--- config.mk ---
export PLATFORM = sky130hd
export DESIGN_NAME = mcpc_top
export DESIGN_NICKNAME = d
export VERILOG_FILES = /design/src/rtl/mcpc_top.v /design/src/rtl/mcpc_pin_action.v
export VERILOG_INCLUDE_DIRS = /design/src /design/src/rtl
export SDC_FILE = /design/constraint.sdc
export NUM_CORES = 1
export LEC_CHECK = 0
export BUFFER_PORTS_ARGS = -buffer_cell sky130_fd_sc_hd__buf_4
export CORE_ASPECT_RATIO = 1.2
export CORE_MARGIN = 2
export CORE_UTILIZATION = 53
export DETAILED_ROUTE_END_ITERATION = 8
export GPL_TIMING_DRIVEN = 0
export PLACE_DENSITY_LB_ADDON = 0.08
export SLEW_MARGIN = 20
export SYNTH_ARGS = -nofsm -noshare
export SYNTH_HDL_FRONTEND = slang
export SYNTH_SLANG_ARGS = --single-unit
--- constraint.sdc ---
create_clock -name CORE_CLK -period 3.2 [get_ports CORE_CLK]
set_clock_uncertainty 0.2 [all_clocks]
set_input_delay 0.16 -clock CORE_CLK [delete_from_list [all_inputs] [get_ports CORE_CLK]]
set_output_delay 0.16 -clock CORE_CLK [all_outputs]
set_load 0.02 [all_outputs]
--- src/rtl/mcpc_consts.vh ---
// Purpose: shared constants of the master compare pin control block
// Assumes: APB byte addresses, 32-bit data, 100 MHz core clock
// Notes:   definitions only
`ifndef MCPC_CONSTS_VH
`define MCPC_CONSTS_VH

// Printed offsets are not multiples of four: kept as indices
`define MCPC_IDX_PIN_MASK    16'h100c
`define MCPC_IDX_PIN_LEVEL   16'h100d
`define MCPC_IDX_CMP_VALUE   16'h1016
`define MCPC_IDX_CH_ACTION   16'h1020
`define MCPC_IDX_PULSE_CTL   16'h1026
`define MCPC_IDX_PIN_STATE   16'h1000
`define MCPC_IDX_COUNTER     16'h100e

`define MCPC_PIN_MASK_RST    8'h00
`define MCPC_PIN_LEVEL_RST   8'h00
`define MCPC_CMP_VALUE_RST   16'hffff
`define MCPC_CH_ACTION_RST   8'h00
`define MCPC_PULSE_CTL_RST   8'h00
`define MCPC_LOW_BITS_MASK   8'hf8
`define MCPC_PIN7_DIR_BIT    7

`define MCPC_ACT_NONE        2'b00
`define MCPC_ACT_TOGGLE      2'b01
`define MCPC_ACT_LOW         2'b10
`define MCPC_ACT_HIGH        2'b11

`define MCPC_TICK_DIV        50

`endif

--- src/rtl/mcpc_top.v ---
// Purpose: master compare pin control with APB registers and timer
// Assumes: APB3 slave, zero wait states, 32-bit data
// Notes:   timer counts once every TICK_DIV core clocks (bus cycle rate)
//
// The APB slave port was left to the implementer.
`timescale 1ns/1ps
`include "mcpc_consts.vh"

module mcpc_top #(
  parameter TICK_DIV = `MCPC_TICK_DIV
) (
  input  wire        CORE_CLK,     // Core clock, 100 MHz
  input  wire        RST_N,        // Synchronous reset, active low
  input  wire        PSEL,         // APB select
  input  wire        PENABLE,      // APB access phase
  input  wire        PWRITE,       // APB direction
  input  wire [31:0] PADDR,        // APB byte address
  input  wire [31:0] PWDATA,       // APB write data
  output reg  [31:0] PRDATA,       // APB read data
  output reg         PREADY,       // APB ready
  output reg         PSLVERR,      // APB error
  output reg  [7:3]  PIN_OUT,      // Timer output pin levels
  output reg  [7:3]  PIN_DRIVE_N,  // Output enable, low while driven
  output reg         MATCH_PULSE   // Master compare match strobe
);

  localparam [15:0] ADDR_MASK  = `MCPC_IDX_PIN_MASK  << 2;
  localparam [15:0] ADDR_LEVEL = `MCPC_IDX_PIN_LEVEL << 2;
  localparam [15:0] ADDR_CMP   = `MCPC_IDX_CMP_VALUE << 2;
  localparam [15:0] ADDR_ACT   = `MCPC_IDX_CH_ACTION << 2;
  localparam [15:0] ADDR_PCTL  = `MCPC_IDX_PULSE_CTL << 2;
  localparam [15:0] ADDR_STATE = `MCPC_IDX_PIN_STATE << 2;
  localparam [15:0] ADDR_CNT   = `MCPC_IDX_COUNTER   << 2;
  localparam [15:0] ADDR_CH2   = ADDR_CMP + 16'h0008;
  localparam [15:0] ADDR_CH3   = ADDR_CMP + 16'h0010;
  localparam [15:0] ADDR_CH4   = ADDR_CMP + 16'h0018;
  localparam [15:0] ADDR_CH5   = ADDR_CMP + 16'h0020;

  // Register state
  reg  [7:0]  compare_pin_mask;
  reg  [7:0]  compare_pin_level;
  reg  [15:0] master_cmp;
  reg  [15:0] ch_cmp [0:3];
  reg  [7:0]  ch_action;
  reg  [7:0]  pulse_acc_control;

  // Timer state
  reg  [15:0] timer_count;
  reg  [15:0] prescale;
  reg  [7:3]  pin_level;
  wire [15:0] tick_last;
  wire        tick;

  // Bus decode
  wire [15:0] addr;
  wire        addr_hi_zero;
  wire        setup_phase;
  wire        access_done;
  wire        hit_mask;
  wire        hit_level;
  wire        hit_cmp;
  wire        hit_ch2;
  wire        hit_ch3;
  wire        hit_ch4;
  wire        hit_ch5;
  wire        hit_act;
  wire        hit_pctl;
  wire [3:0]  hit_ch;
  reg         addr_ok;
  wire        wr_en;
  wire        rd_en;
  reg  [31:0] next_rdata;

  // Compare and pin logic
  wire        mst_match;
  wire [3:0]  ch_match;
  wire [7:3]  next_pin;
  wire [7:3]  mst_sel;
  integer     i;
  genvar      g;

  assign addr         = PADDR[15:0];
  assign addr_hi_zero = (PADDR[31:16] == 16'h0000);
  assign setup_phase  = PSEL & ~PENABLE;
  // Writes wait for the access phase so they land with PREADY
  assign access_done  = PSEL & PENABLE & PREADY;
  assign wr_en        = access_done & PWRITE & addr_ok;
  assign rd_en        = setup_phase & ~PWRITE;

  // One hit line per register keeps the write decode flat
  // Counter and pin state are read only: no hit line writes them
  assign hit_mask  = addr_hi_zero & (addr == ADDR_MASK);
  assign hit_level = addr_hi_zero & (addr == ADDR_LEVEL);
  assign hit_cmp   = addr_hi_zero & (addr == ADDR_CMP);
  assign hit_ch2   = addr_hi_zero & (addr == ADDR_CH2);
  assign hit_ch3   = addr_hi_zero & (addr == ADDR_CH3);
  assign hit_ch4   = addr_hi_zero & (addr == ADDR_CH4);
  assign hit_ch5   = addr_hi_zero & (addr == ADDR_CH5);
  assign hit_act   = addr_hi_zero & (addr == ADDR_ACT);
  assign hit_pctl  = addr_hi_zero & (addr == ADDR_PCTL);
  assign hit_ch    = {hit_ch5, hit_ch4, hit_ch3, hit_ch2};

  // Prescaler end value; a TICK_DIV of one ticks on every clock
  assign tick_last = TICK_DIV[15:0] - 16'h0001;
  assign tick      = (prescale == tick_last);

  // Compare is evaluated against the count that is live this tick
  assign mst_match = tick && (master_cmp == timer_count);

  generate
    for (g = 0; g < 4; g = g + 1) begin : g_ch
      assign ch_match[g] = tick && (ch_cmp[g] == timer_count);
    end
  endgenerate

  // Pin 7 has no other channel; it joins only when set as output
  assign mst_sel[7]   = compare_pin_mask[7] &
                        pulse_acc_control[`MCPC_PIN7_DIR_BIT];
  assign mst_sel[6:3] = compare_pin_mask[6:3];

  mcpc_pin_action u_pin7 (
    .cur_level  (pin_level[7]),
    .ch_match   (1'b0),
    .ch_action  (`MCPC_ACT_NONE),
    .mst_match  (mst_match),
    .mst_sel    (mst_sel[7]),
    .mst_level  (compare_pin_level[7]),
    .next_level (next_pin[7])
  );

  // Channel 2 drives pin 6 down to channel 5 on pin 3
  generate
    for (g = 0; g < 4; g = g + 1) begin : g_pin
      mcpc_pin_action u_pin (
        .cur_level  (pin_level[6-g]),
        .ch_match   (ch_match[g]),
        .ch_action  (ch_action[7-2*g -: 2]),
        .mst_match  (mst_match),
        .mst_sel    (mst_sel[6-g]),
        .mst_level  (compare_pin_level[6-g]),
        .next_level (next_pin[6-g])
      );
    end
  endgenerate

  always @* begin
    addr_ok = addr_hi_zero;
    case (addr)
      ADDR_MASK, ADDR_LEVEL, ADDR_CMP, ADDR_ACT, ADDR_PCTL,
      ADDR_STATE, ADDR_CNT, ADDR_CH2, ADDR_CH3, ADDR_CH4,
      ADDR_CH5: addr_ok = addr_hi_zero;
      default:  addr_ok = 1'b0;
    endcase
  end

  always @* begin
    next_rdata = 32'h00000000;
    if (addr_hi_zero) begin
      case (addr)
        ADDR_MASK:  next_rdata = {24'h000000,
                                  compare_pin_mask & `MCPC_LOW_BITS_MASK};
        ADDR_LEVEL: next_rdata = {24'h000000,
                                  compare_pin_level & `MCPC_LOW_BITS_MASK};
        ADDR_CMP:   next_rdata = {16'h0000, master_cmp};
        ADDR_CH2:   next_rdata = {16'h0000, ch_cmp[0]};
        ADDR_CH3:   next_rdata = {16'h0000, ch_cmp[1]};
        ADDR_CH4:   next_rdata = {16'h0000, ch_cmp[2]};
        ADDR_CH5:   next_rdata = {16'h0000, ch_cmp[3]};
        ADDR_ACT:   next_rdata = {24'h000000, ch_action};
        ADDR_PCTL:  next_rdata = {24'h000000, pulse_acc_control};
        ADDR_STATE: next_rdata = {24'h000000, pin_level, 3'b000};
        ADDR_CNT:   next_rdata = {16'h0000, timer_count};
        default:    next_rdata = 32'h00000000;
      endcase
    end
  end

  // Prescaler sets the timer rate, one tick per bus cycle
  always @(posedge CORE_CLK) begin
    if (!RST_N) begin
      prescale <= 16'h0000;
    end else if (tick) begin
      prescale <= 16'h0000;
    end else begin
      prescale <= prescale + 16'h0001;
    end
  end

  // Timer runs free from reset and wraps at the top
  // A wrap lets a compare set behind the count fire on the next lap
  always @(posedge CORE_CLK) begin
    if (!RST_N) begin
      timer_count <= 16'h0000;
    end else if (tick) begin
      timer_count <= timer_count + 16'h0001;
    end
  end

  // Low bits are not stored, so they can never read back as one
  // Clearing a mask bit releases the pin from the master at once
  always @(posedge CORE_CLK) begin
    if (!RST_N) begin
      compare_pin_mask <= `MCPC_PIN_MASK_RST;
    end else if (wr_en && hit_mask) begin
      compare_pin_mask <= PWDATA[7:0] & `MCPC_LOW_BITS_MASK;
    end
  end

  // Level bits under a clear mask bit are stored but do nothing
  always @(posedge CORE_CLK) begin
    if (!RST_N) begin
      compare_pin_level <= `MCPC_PIN_LEVEL_RST;
    end else if (wr_en && hit_level) begin
      compare_pin_level <= PWDATA[7:0] & `MCPC_LOW_BITS_MASK;
    end
  end

  // Compare values reset to the far end of the count
  // A write lands on the access edge and acts from the next tick
  always @(posedge CORE_CLK) begin
    if (!RST_N) begin
      master_cmp <= `MCPC_CMP_VALUE_RST;
    end else if (wr_en && hit_cmp) begin
      master_cmp <= PWDATA[15:0];
    end
  end

  // Channel compares sit at eight-byte steps after the master
  always @(posedge CORE_CLK) begin
    if (!RST_N) begin
      for (i = 0; i < 4; i = i + 1) begin
        ch_cmp[i] <= `MCPC_CMP_VALUE_RST;
      end
    end else begin
      for (i = 0; i < 4; i = i + 1) begin
        if (wr_en && hit_ch[i]) begin
          ch_cmp[i] <= PWDATA[15:0];
        end
      end
    end
  end

  // Two bits per channel, channel 2 in the top pair
  always @(posedge CORE_CLK) begin
    if (!RST_N) begin
      ch_action <= `MCPC_CH_ACTION_RST;
    end else if (wr_en && hit_act) begin
      ch_action <= PWDATA[7:0];
    end
  end

  // Only the pin 7 direction bit acts here; the rest is storage
  always @(posedge CORE_CLK) begin
    if (!RST_N) begin
      pulse_acc_control <= `MCPC_PULSE_CTL_RST;
    end else if (wr_en && hit_pctl) begin
      pulse_acc_control <= PWDATA[7:0];
    end
  end

  // Every access gets exactly one access phase, no wait states
  always @(posedge CORE_CLK) begin
    if (!RST_N) begin
      PREADY <= 1'b0;
    end else begin
      PREADY <= setup_phase;
    end
  end

  // Unmapped or high addresses are refused rather than aliased
  // Refused writes change nothing
  always @(posedge CORE_CLK) begin
    if (!RST_N) begin
      PSLVERR <= 1'b0;
    end else begin
      PSLVERR <= setup_phase & ~addr_ok;
    end
  end

  // Read data is taken at setup and stands until the next read
  // Reads have no side effects, so the early capture is safe
  always @(posedge CORE_CLK) begin
    if (!RST_N) begin
      PRDATA <= 32'h00000000;
    end else if (rd_en) begin
      PRDATA <= next_rdata;
    end
  end

  // Pin level moves only on a timer tick, so edges hit exact counts
  // Kept apart from PIN_OUT so the state read sees the same level
  always @(posedge CORE_CLK) begin
    if (!RST_N) begin
      pin_level <= 5'b00000;
    end else begin
      pin_level <= next_pin;
    end
  end

  // Output copy keeps the pins straight off a flip-flop
  always @(posedge CORE_CLK) begin
    if (!RST_N) begin
      PIN_OUT <= 5'b00000;
    end else begin
      PIN_OUT <= next_pin;
    end
  end

  // Pin 7 is an input until its direction bit is set
  // Pins 6..3 have no direction control and drive at all times outside reset
  always @(posedge CORE_CLK) begin
    if (!RST_N) begin
      PIN_DRIVE_N <= 5'b11111;
    end else begin
      PIN_DRIVE_N[7]   <= ~pulse_acc_control[`MCPC_PIN7_DIR_BIT];
      PIN_DRIVE_N[6:3] <= 4'b0000;
    end
  end

  // Strobe marks the count on which the master compare fired
  // Software may poll it instead of reading the counter
  always @(posedge CORE_CLK) begin
    if (!RST_N) begin
      MATCH_PULSE <= 1'b0;
    end else begin
      MATCH_PULSE <= mst_match;
    end
  end

endmodule // mcpc_top

--- src/rtl/mcpc_pin_action.v ---
// Purpose: next level of one timer output pin for one timer count
// Assumes: match strobes are one-cycle, in the core clock domain
// Notes:   master compare is applied last, so it wins a same-count clash
`timescale 1ns/1ps
`include "mcpc_consts.vh"

module mcpc_pin_action (
  input  wire       cur_level,   // Present pin level
  input  wire       ch_match,    // Other channel match this count
  input  wire [1:0] ch_action,   // Other channel action code
  input  wire       mst_match,   // Master compare match this count
  input  wire       mst_sel,     // Pin selected by mask
  input  wire       mst_level,   // Level from level register
  output reg        next_level   // Resulting pin level
);

  always @* begin
    next_level = cur_level;
    if (ch_match) begin
      case (ch_action)
        `MCPC_ACT_TOGGLE: next_level = ~cur_level;
        `MCPC_ACT_LOW:    next_level = 1'b0;
        `MCPC_ACT_HIGH:   next_level = 1'b1;
        default:          next_level = cur_level;
      endcase
    end
    if (mst_match && mst_sel) begin
      next_level = mst_level;
    end
  end

endmodule // mcpc_pin_action

After elaboration in Yosys (flattened, before gate mapping)

Memories as Yosys holds them, arrays and structs flattened.
Cells that the tools add are included.

Logic and storage cells: 147
RAM bits: 64
Memory bits (read-only): 0
Latch bits: 0
Memories: 1
Flip-flop bits (word level): 119

Memory list:

| memory | words | width | rd ports | clocked after memory_dff | wr ports | RTL line      | source |
|---|---|---|---|---|---|---|---|
| ch_cmp | 4     | 16    | 4        | 0                        | 4        | mcpc_top.v:43 | `reg [15:0] ch_cmp [0:3];` |

Divide/modulo/power cells: 0
$add $sub $neg: 2
Multipliers: 0
Shift-type cells: 0
Reduce and logical (&&, ||, !) cells: 34
Magnitude comparators: 0
Bitwise gates (word level): 30
Equality and inequality tests: 29
Muxes and demuxes: 33

Operator list:

| cell                                            | number |
|---|---|
| == test 16 x 15 -> 1 bit, second input constant | 11 |
| one-hot mux 16 bit (11 select lines)            | 1 |
| == test 16 bit                                  | 5 |
| 2-to-1 mux 16 bit                               | 5 |
| adder 16 x 1 -> 16 bit, second input constant   | 2 |
| 2-to-1 mux 1 bit                                | 22 |
| logical AND 1 bit                               | 19 |
| bitwise AND 1 bit                               | 17 |
| == test 16 x 6 -> 1 bit, second input constant  | 1 |
| == test 2 bit, second input constant            | 8 |
| zero test 16 bit                                | 1 |
| nonzero test 4 bit                              | 4 |
| one-hot mux 1 bit (3 select lines)              | 4 |
| OR reduction 11 bit                             | 1 |
| NOT 1 bit                                       | 9 |
| == test 2 x 1 -> 1 bit, second input constant   | 4 |
| AND reduction 2 bit                             | 4 |
| nonzero test 2 bit                              | 4 |
| 2-to-1 mux 4 bit                                | 1 |
| OR 1 bit                                        | 4 |
| OR reduction 2 bit                              | 1 |

Depth between registers and ports, before layout

Gate-level depths: netlist of run 1.

Word-level depth: 9
Gate-level depth with buffers: 10
Mapped depth without buffers: 8

Cells and area by module

A second synthesis of run 1 with hierarchy kept.

Cell total of the unflattened synthesis: 885
Area, all modules: 8348.0 um2

Modules (own cells, without submodules):

| module          | area each (um2) | cells each | instances |
|---|---|---|---|
| mcpc_top        | 8160.3          | 850        | 1 |
| mcpc_pin_action | 37.5            | 7          | 5 |

Least setup slack after synthesis of run 1

No wires, ideal clock.

Path type: in2reg
Start point: input PADDR[9]
End point: memory ch_cmp[3][0] (enable)
Required time: 2.589 ns
Slack: -0.085 ns
Data arrival time: 2.674 ns
Buffers on the path: 1
Stages on the path: 6
Cells stage by stage: nor4_1 -> nand2_1 -> nor2_1 -> clkbuf_1 -> nand2_1 -> o21ai_0

RTL lines:

| what        | RTL line      | source |
|---|---|---|
| from (decl) | mcpc_top.v:17 | `input wire [31:0] PADDR,` |
| to (decl)   | mcpc_top.v:43 |  |

Final worst setup path of run 1

Start point: register prescale[0]
End point: register PIN_OUT[3] (netlist name)

Word-level cells in the longest chain between the ends: 5
Elaborated cells between the ends (all ways): 8
Those cells by class: eq/ne: 1; mux: 1; reduce/logical: 6

Ends and longest elaborated chain:

| what                                                                             | RTL line             | source |
|---|---|---|
| from (decl)                                                                      | mcpc_top.v:49        | `reg [15:0] prescale;` |
| from (signal assigned)                                                           | mcpc_top.v:185       | `prescale <= prescale + 16'h0001;` |
| == test 16 x 6 -> 1 bit (*)                                                      | mcpc_top.v:105       | `assign tick = (prescale == tick_last);` |
| logical AND 1 bit                                                                | mcpc_top.v:108       | `assign mst_match = tick && (master_cmp == timer_count);` |
| logical AND 1 bit                                                                | mcpc_pin_action.v:27 | `if (mst_match && mst_sel) begin` |
| nonzero test 4 bit (no source line) / nonzero test 2 bit (equally long branches) | -                    |  |
| AND reduction 2 bit (no source line)                                             | -                    |  |
| to (signal assigned)                                                             | mcpc_top.v:305       | `PIN_OUT <= next_pin;` |
| to (decl)                                                                        | mcpc_top.v:22        | `output reg [7:3] PIN_OUT,` |

Every way passes the cells marked *; elsewhere a longest branch is shown, timed or not.
A chain may end at the register's enable or synchronous reset.

==> results of run 1 <==
==> repair_timing <==
item | 4_1_cts | 5_1_grt
hold buffers | 19 | 0
endpoints found under the hold margin | 118 | 0
resized for setup | 0 | 2
setup endpoints to repair | 0 | 2
==> worst reg2reg max path: stages, from the launching register on <==
cell and delay (ps):
dfxtp_1 400, ha_1 170, nor3b_1 250, nand4_1 520, nor4_1 840, o2111ai_1 210, nand3b_1 160, a21oi_1 70
==> cell type report <==
class / count / area (µm²)
buffer: 84 / 470
clock buffer: 19 / 475
clock inverter: 13 / 110
fill: 1349 / 5400
inverter: 6 / 22.5
multi-input combinational: 674 / 4240
sequential: 164 / 3920
tap: 208 / 260
timing repair buffer: 100 / 802
==> power groups by stage <==
stage	Clock, W	Combinational (W)	Sequential, W
after detailed placement	0	0.000247	0.00226
after floorplan	0	0.000131	0.00225
after CTS	0.00204	0.000266	0.00221
after global routing	0.00213	0.000288	0.00221
final	0.00204	0.000272	0.00221
after global placement	0	0.000244	0.00226
==> cell usage after synthesis (3+ instances only) <==
cell / count
xnor2_1: 89
nand2b_1: 3
and4_1: 7
edfxtp_1: 64
buf_2: 13
a222oi_1: 25
ha_1: 3
a221oi_1: 5
a21oi_1: 31
nand2_1: 165
clkbuf_1: 35
nor4bb_1: 3
nor3_1: 8
nor4_1: 16
xor2_1: 14
nand4_1: 32
o2111ai_1: 4
buf_4: 31
buf_6: 3
or3_1: 7
and3_1: 10
a32oi_1: 5
dfxtp_1: 100
a22o_1: 14
nor2b_1: 3
inv_1: 6
or4_1: 3
mux2i_1: 15
nor2_1: 76
o21ai_0: 11
nand3b_1: 5
nand3_1: 48
a22oi_1: 13
and2_1: 4
nor4_4: 5
==> metal layers <==
layer / vias up / GRT usage
li1: 3516 / -
met1: 3613 / 0.388
met2: 416 / 0.539
met3: 96 / 0.0595
met4: 0 / 0.185
met5: - / 0
==> cell families after synthesis <==
| group | Yosys count |
|---|---|
| adders and majority gates | 3 |
| and+or+nand+nor | 421 |
| AOI/OAI and AO/OA | 116 |
| other | 1 |
| muxes | 15 |
| DFF | 164 |
| xor gates and xnor gates | 103 |
| buffers and inverters | 90 |
==> metrics by stage <==
stage,setup TNS (ps),setup slack (ps)
floorplan,0,344
global placement,-10960,-686
detailed placement,0,43.1
CTS,0,131
global route,0,68.7
finish,0,246
==> layout by cell type (no fill, tap or decap), types with 6 or more instances in the layout <==
master	instances
nand4_1	32
a22o_1	14
nand3_1	48
buf_4	111
xor2_1	14
nor3_1	8
a222oi_1	25
inv_1	6
dlygate4sd3_1	19
nand2_1	165
o21ai_0	10
buf_2	13
and3_1	10
nor2_1	76
clkbuf_1	35
nor4_1	14
edfxtp_1	64
and4_1	7
dfxtp_1	100
a21oi_1	31
or3_1	7
clkbuf_16	19
mux2i_1	15
a22oi_1	13
conb_1	16
xnor2_1	89
==> flip-flops by register name (all words and copies together), names as in the netlist <==
register / count
MATCH_PULSE: 1
PIN_DRIVE_N: 2
PIN_OUT: 5
PRDATA: 16
PREADY: 1
PSLVERR: 1
ch_action: 8
ch_cmp: 64
compare_pin_level: 5
compare_pin_mask: 5
master_cmp: 16
prescale: 16
pulse_acc_control: 8
timer_count: 16
==> path summary, 6_finish.rpt <==
| kind | end | slack (ps) | cells after the start |
|---|---|---|---|
| min | MATCH_PULSE | 80 | 2 |
| max reg2reg | PIN_OUT[3] | 250 | 7 |
| min reg2reg | PRDATA[0] | 270 | 2 |
| max | PIN_OUT[3] | 250 | 7 |
==> impl_results.md, run 1 <==
* Simple-gate share of the synthesized area at 0.257
* Crit path max fanout at 9
* Req. time, crit path at 3300 ps
* Row count at 50
* Finished Core Util at 0.656
* Worst-Skew Late Latency at 430 ps
* CP Launch Point: prescale[0]
* Final Cell Area at between 10000 and 15000 µm²
* Internal Dissipation at 0.00342 W
* Pwr per Cell Area at between 400 and 500 nW/µm²
* Placed inst area at ~9500 µm²
* CTS Buf Count at 17
* Min-delay worst type: primary input to register
* Root buf cell: clkbuf_16
* CTS tree: built
* Core Area at approximately 16000 µm²
* Cells after Synth at around 900
* Fmax at between 0.3 and 0.4 GHz
* Startpoint types: register
* Detailed Routing Iterations Pass 1 at 9
* Final ANT Viol Nets at 0
* Routed len/inst at about 22 µm
* Post-synthesis compound-gate area fraction at 0.101
* Critical Path AT at 3050 ps
* Unrepaired setup endpoints after global routing: false
* DR WL met2 at 13100 µm
* Worst hold margin at 82.7 ps
* Post-CTS Setup Inserts at 0
* Crit-path cells: ha_1 -> nor3b_1 -> nand4_1 -> nor4_1 -> o2111ai_1 -> nand3b_1 -> a21oi_1
* Worst vdd ir at 0.000407 V
* Clock power frac at 0.451
* Max layer used: met4
* Final hold viol count at 0
* Routed length on met1 at 10500 µm
* RR Startpoint: prescale[0]
* Routed WL at ~27000 µm
* Ports at roughly 110
* Leak at about 3.6 nW
* Pin count of the biggest net entering global routing at 17
* Distinct cells, synth at 63
* Adder-cell share of the synthesized area at 0.00437
* Mapped Area at 8580 µm²
* Area delta synth->final at 20.0%
* Outcome: finished clean
* Count of final setup violators at 0
* Initial DRC count at between 800 and 900
* PortBufs at 80
* Buf+Inv Stages, Crit Path at 0
* Period utilization at 0.923
* Met3 wire len at around 2100 µm
* Die area at approximately 17000 µm²
* Horiz. Die Dim at ~120 µm
* Slew headroom at 0.421
* CP max stage delay at ~840 ps
* Clock tree buffer depth at 2
* Max Slew Vio Count at 0
* H-Tree Level Count at 4
* GR Overflow Total at 0
* Sink Count at about 160
* Fin cells at 1268
* EDFF count, synth at 64
* Switching share of power at 0.245
* Hpwl dp at roughly 20000 µm
* DR DRC count at 0
* First-pass GRT wire length at between 40000 and 50000 µm
* GRT Util Overall at 0.322
* Hold Crit Start: RST_N
* Starting Density at 0.547
* Design Power at roughly 0.0045 W
* Syn_area_per_cell at approximately 9.4 µm²
* Via/cell ratio at 6.03
* Crit-path leading delay family: simple AND/OR/NAND/NOR gates
* Leading area contributor after synthesis: dfxtp_1
* Max Cap Viol at 0
* Tightest Pin Transition at 864 ps
* Initial antenna violation count at 0
* YS warnings at 0
* Crit. End Element: register
* Tmin final at 2950 ps
* Nets at around 1100
* #FFs+latches synth at 164
* Vias in the first global route at about 7200
* Clk slew on worst S/H paths at 70 ps
* Main synth FF type: dfxtp_1
* Combinational Power Share at 0.060
* Via Count at 7641
* Diode count at 0
* Mux contribution to synthesized area at 0.0175
* Share of layout cells above drive strength 1 at 0.179
* Die Y at around 140 µm
* GP Congestion at 0.998
* Largest family of logic cells by synthesized area: simple AND/OR/NAND/NOR gates
* Share of power burned in registers at 0.489
* Seq/Total Area, Yosys at 0.457
* Async SR Flop Fraction at 0
* Largest cells by area after synthesis: dfxtp_1 (23%), edfxtp_1 (22%), xnor2_1 (9.1%)
* Xor and xnor area share after synthesis at 0.105
* Critical path type: register to register
* Critical-path top delay cell: nor4_1
* Sw Pwr at between 0.001 and 0.0015 W
* Synth top area share at 0.233
* Cells after DPL at 1217
Power figures use the tool's default switching activity.
==> run 2: changes to the inputs <==
--- a/config.mk
+++ b/config.mk
@@ -7,7 +7,7 @@
 export NUM_CORES = 1
 export LEC_CHECK = 0
 export BUFFER_PORTS_ARGS = -buffer_cell sky130_fd_sc_hd__buf_4
-export CORE_ASPECT_RATIO = 1.2
+export CORE_ASPECT_RATIO = 0.7
 export CORE_MARGIN = 2
 export CORE_UTILIZATION = 53
 export DETAILED_ROUTE_END_ITERATION = 8
==> run 2 against run 1 <==
Against the previous run: clock-buffer cell count is 2 lower; die area hardly changed; non-clock buffer count is 1 higher; combinational power hardly changed; critical path depth stayed put; worst setup slack worse by 72 ps; wire length is 1.8% higher; sequential power hardly changed; first-iteration DRC count is 34% higher; via count is 1.5% higher; flip-flop and latch count stayed put; largest power group unchanged.
==> impl_results.md, run 2 (synthesized netlist as in run 1, its figures left out) <==
* Outcome: finished clean
* CP Launch Point: prescale[0]
* Routed WL at 27800 µm
* Crit. End Element: register
* Crit path max fanout at 9
* Startpoint types: register
* Buf+Inv Stages, Crit Path at 0
* GRT Util Overall at 0.325
* Most frequent cells in the layout: nand2_1 (165), buf_4 (111), dfxtp_1 (100)
* Clock power frac at 0.442
* Count of final setup violators at 0
* Clk slew on worst S/H paths at roughly 70 ps
* Die area at 17200 µm²
* Share of power burned in registers at 0.497
* Sink Count at between 150 and 200
* GR Overflow Total at 0
* Vias in the first global route at 7100
* Tmin final at 3030 ps
* Diode count at 0
* Clock tree buffer depth at 2
* Area delta synth->final at 19.6%
* Max reg flops at 64
* Hold Crit Depth at 6
* Critical Path AT at approximately 3100 ps
* DR DRC count at 0
* Worst Hold Path EP: ch_action[7]
* Final hold viol count at 0
* Fill cells at 1321
* GP Congestion at approximately 1.0
* Final ANT Viol Nets at 0
* Worst-Skew Late Latency at around 430 ps
* Horiz. Die Dim at roughly 160 µm
* Detailed Routing Iterations Pass 1 at 7
* Design Power at roughly 0.0045 W
* Req. time, crit path at approximately 3300 ps
* Switching share of power at 0.242
* Fmax at 0.330 GHz
* Crit-path cells: ha_1 -> nor3b_1 -> nand4_1 -> nor4_1 -> o2111ai_1 -> nand3b_1 -> a21oi_1
* Leak at 3.56 nW
* Most flop-heavy register: ch_cmp
* Max Cap Viol at 0
* Routed len/inst at 22.0 µm
* Initial DRC count at 1190
* R2r setup slk at about 170 ps
* Fin cells at approximately 1300
* Die Y at around 110 µm
* CTS tree: built
* Cells after DPL at between 1000 and 1500
* Period utilization at 0.946
* Critical-path top delay cell: nor4_1
* Pin count of the biggest net entering global routing at 17
* Nets at roughly 1100
* Sw Pwr at about 0.0011 W
* Share of layout cells above drive strength 1 at 0.175
* Via/cell ratio at approximately 6
* Crit-path leading delay family: simple AND/OR/NAND/NOR gates
* Hpwl dp at roughly 21000 µm
* Core Area at around 16000 µm²
* CP max stage delay at between 800 and 900 ps
* Row count at 38
* CTS Buf Count at 17
* Combinational Power Share at 0.061
* Slew headroom at 0.417
* First-pass GRT wire length at ~42000 µm
* Unrepaired setup endpoints after global routing: false
* Critical path type: register to register
* Tightest Pin Transition at between 800 and 900 ps
* Max Slew Vio Count at 0
* Cells on worst reg2reg path at 7
* Starting Density at 0.547
* Ports at around 110
* Hold Crit Start: PADDR[15]
* Internal Dissipation at roughly 0.0034 W
* H-Tree Level Count at 4
* Via Count at 7755
* R2R Path End: PIN_OUT[6]
* Min-delay worst type: primary input to register
* Worst vdd ir at 0.000325 V
* Initial antenna violation count at 0
* Root buf cell: clkbuf_16
* Commonest non-fill, non-tap cell in the layout: nand2_1
* RR Startpoint: prescale[0]
* Pwr per Cell Area at roughly 430 nW/µm²
* PortBufs at 80
## run 2: cell types whose count changed in the layout (fill, tap and decap cells not counted), moves of 2 or more
cell,previous run,this run
clkbuf_16,19,17
nor4_1,14,16
clkinv_1,0,2
inv_8,3,1
clkinvlp_2,0,2
nor4_2,3,1
## run 2: how the worst max path moves through the flow
stage | end | slack, ps | cells after the start
after floorplan | ch_cmp[3][0] | 340 | 6
after global placement | ch_cmp[3][4] | -680 | 7
after detailed placement | ch_cmp[3][4] | 100 | 8
after CTS | PIN_OUT[6] | 230 | 7
after global routing | PIN_OUT[6] | 40 | 7
final | PIN_OUT[6] | 170 | 7
## run 2: power groups by stage
stage          Sequential, W  Combinational [W]  Clock [W]
3_3_place_gp         0.00226           0.000243          0
6_report             0.00222           0.000272    0.00197
5_1_grt              0.00222           0.000288    0.00206
3_5_place_dp         0.00226           0.000246          0
4_1_cts              0.00222           0.000266    0.00198
2_1_floorplan        0.00225           0.000131          0
## run 2: repair_timing
action,CTS,global route
gates resized for setup,0,0
hold endpoints to repair,119,0
hold buffers,20,0
buffers inserted,0,0
setup endpoints to repair,0,0
## run 2: layout make-up
| class | count | area (µm²) | area share |
|---|---|---|---|
| Multi-Input combinational cell | 674 | 4230 | 0.412 |
| Sequential cell | 164 | 3920 | 0.382 |
| Timing Repair Buffer | 101 | 812 | 0.0791 |
| Buffer | 84 | 470 | 0.0458 |
| Clock buffer | 17 | 425 | 0.0414 |
| Tap cell | 200 | 250 | 0.0244 |
| Clock inverter | 15 | 131 | 0.0128 |
| Inverter | 6 | 22.5 | 0.00219 |
## run 2: per-layer routing
layer / track usage / vias up / wire length (µm)
met4: 0.0795 / 0 / 517
met5: 0 / - / 0
met1: 0.492 / 3609 / 11900
met2: 0.436 / 567 / 11000
li1: - / 3522 / -
met3: 0.118 / 57 / 4340
## run 2: metrics by stage
step | setup TNS (ps) | setup WS, ps | hold slack (ps) | area [µm²] | util
floorplan | 0 | 344 | 84.2 | 8640 | -
global placement | -10890 | -681 | 187 | 9490 | 0.605
detailed placement | 0 | 100 | 192 | 9510 | 0.606
CTS | 0 | 233 | 104 | 10300 | 0.654
global route | 0 | 36.7 | 145 | 10300 | 0.654
finish | 0 | 174 | 122 | 10300 | 0.654
## run 2: worst reg2reg max path, delay by kind of cell, from the launching register on
kind	cells	cell delay, ps
adder cells (fa/ha/maj)	1	190
AO/OA/AOI/OAI	2	320
flip-flops	1	400
AND/OR/NAND/NOR	4	1780
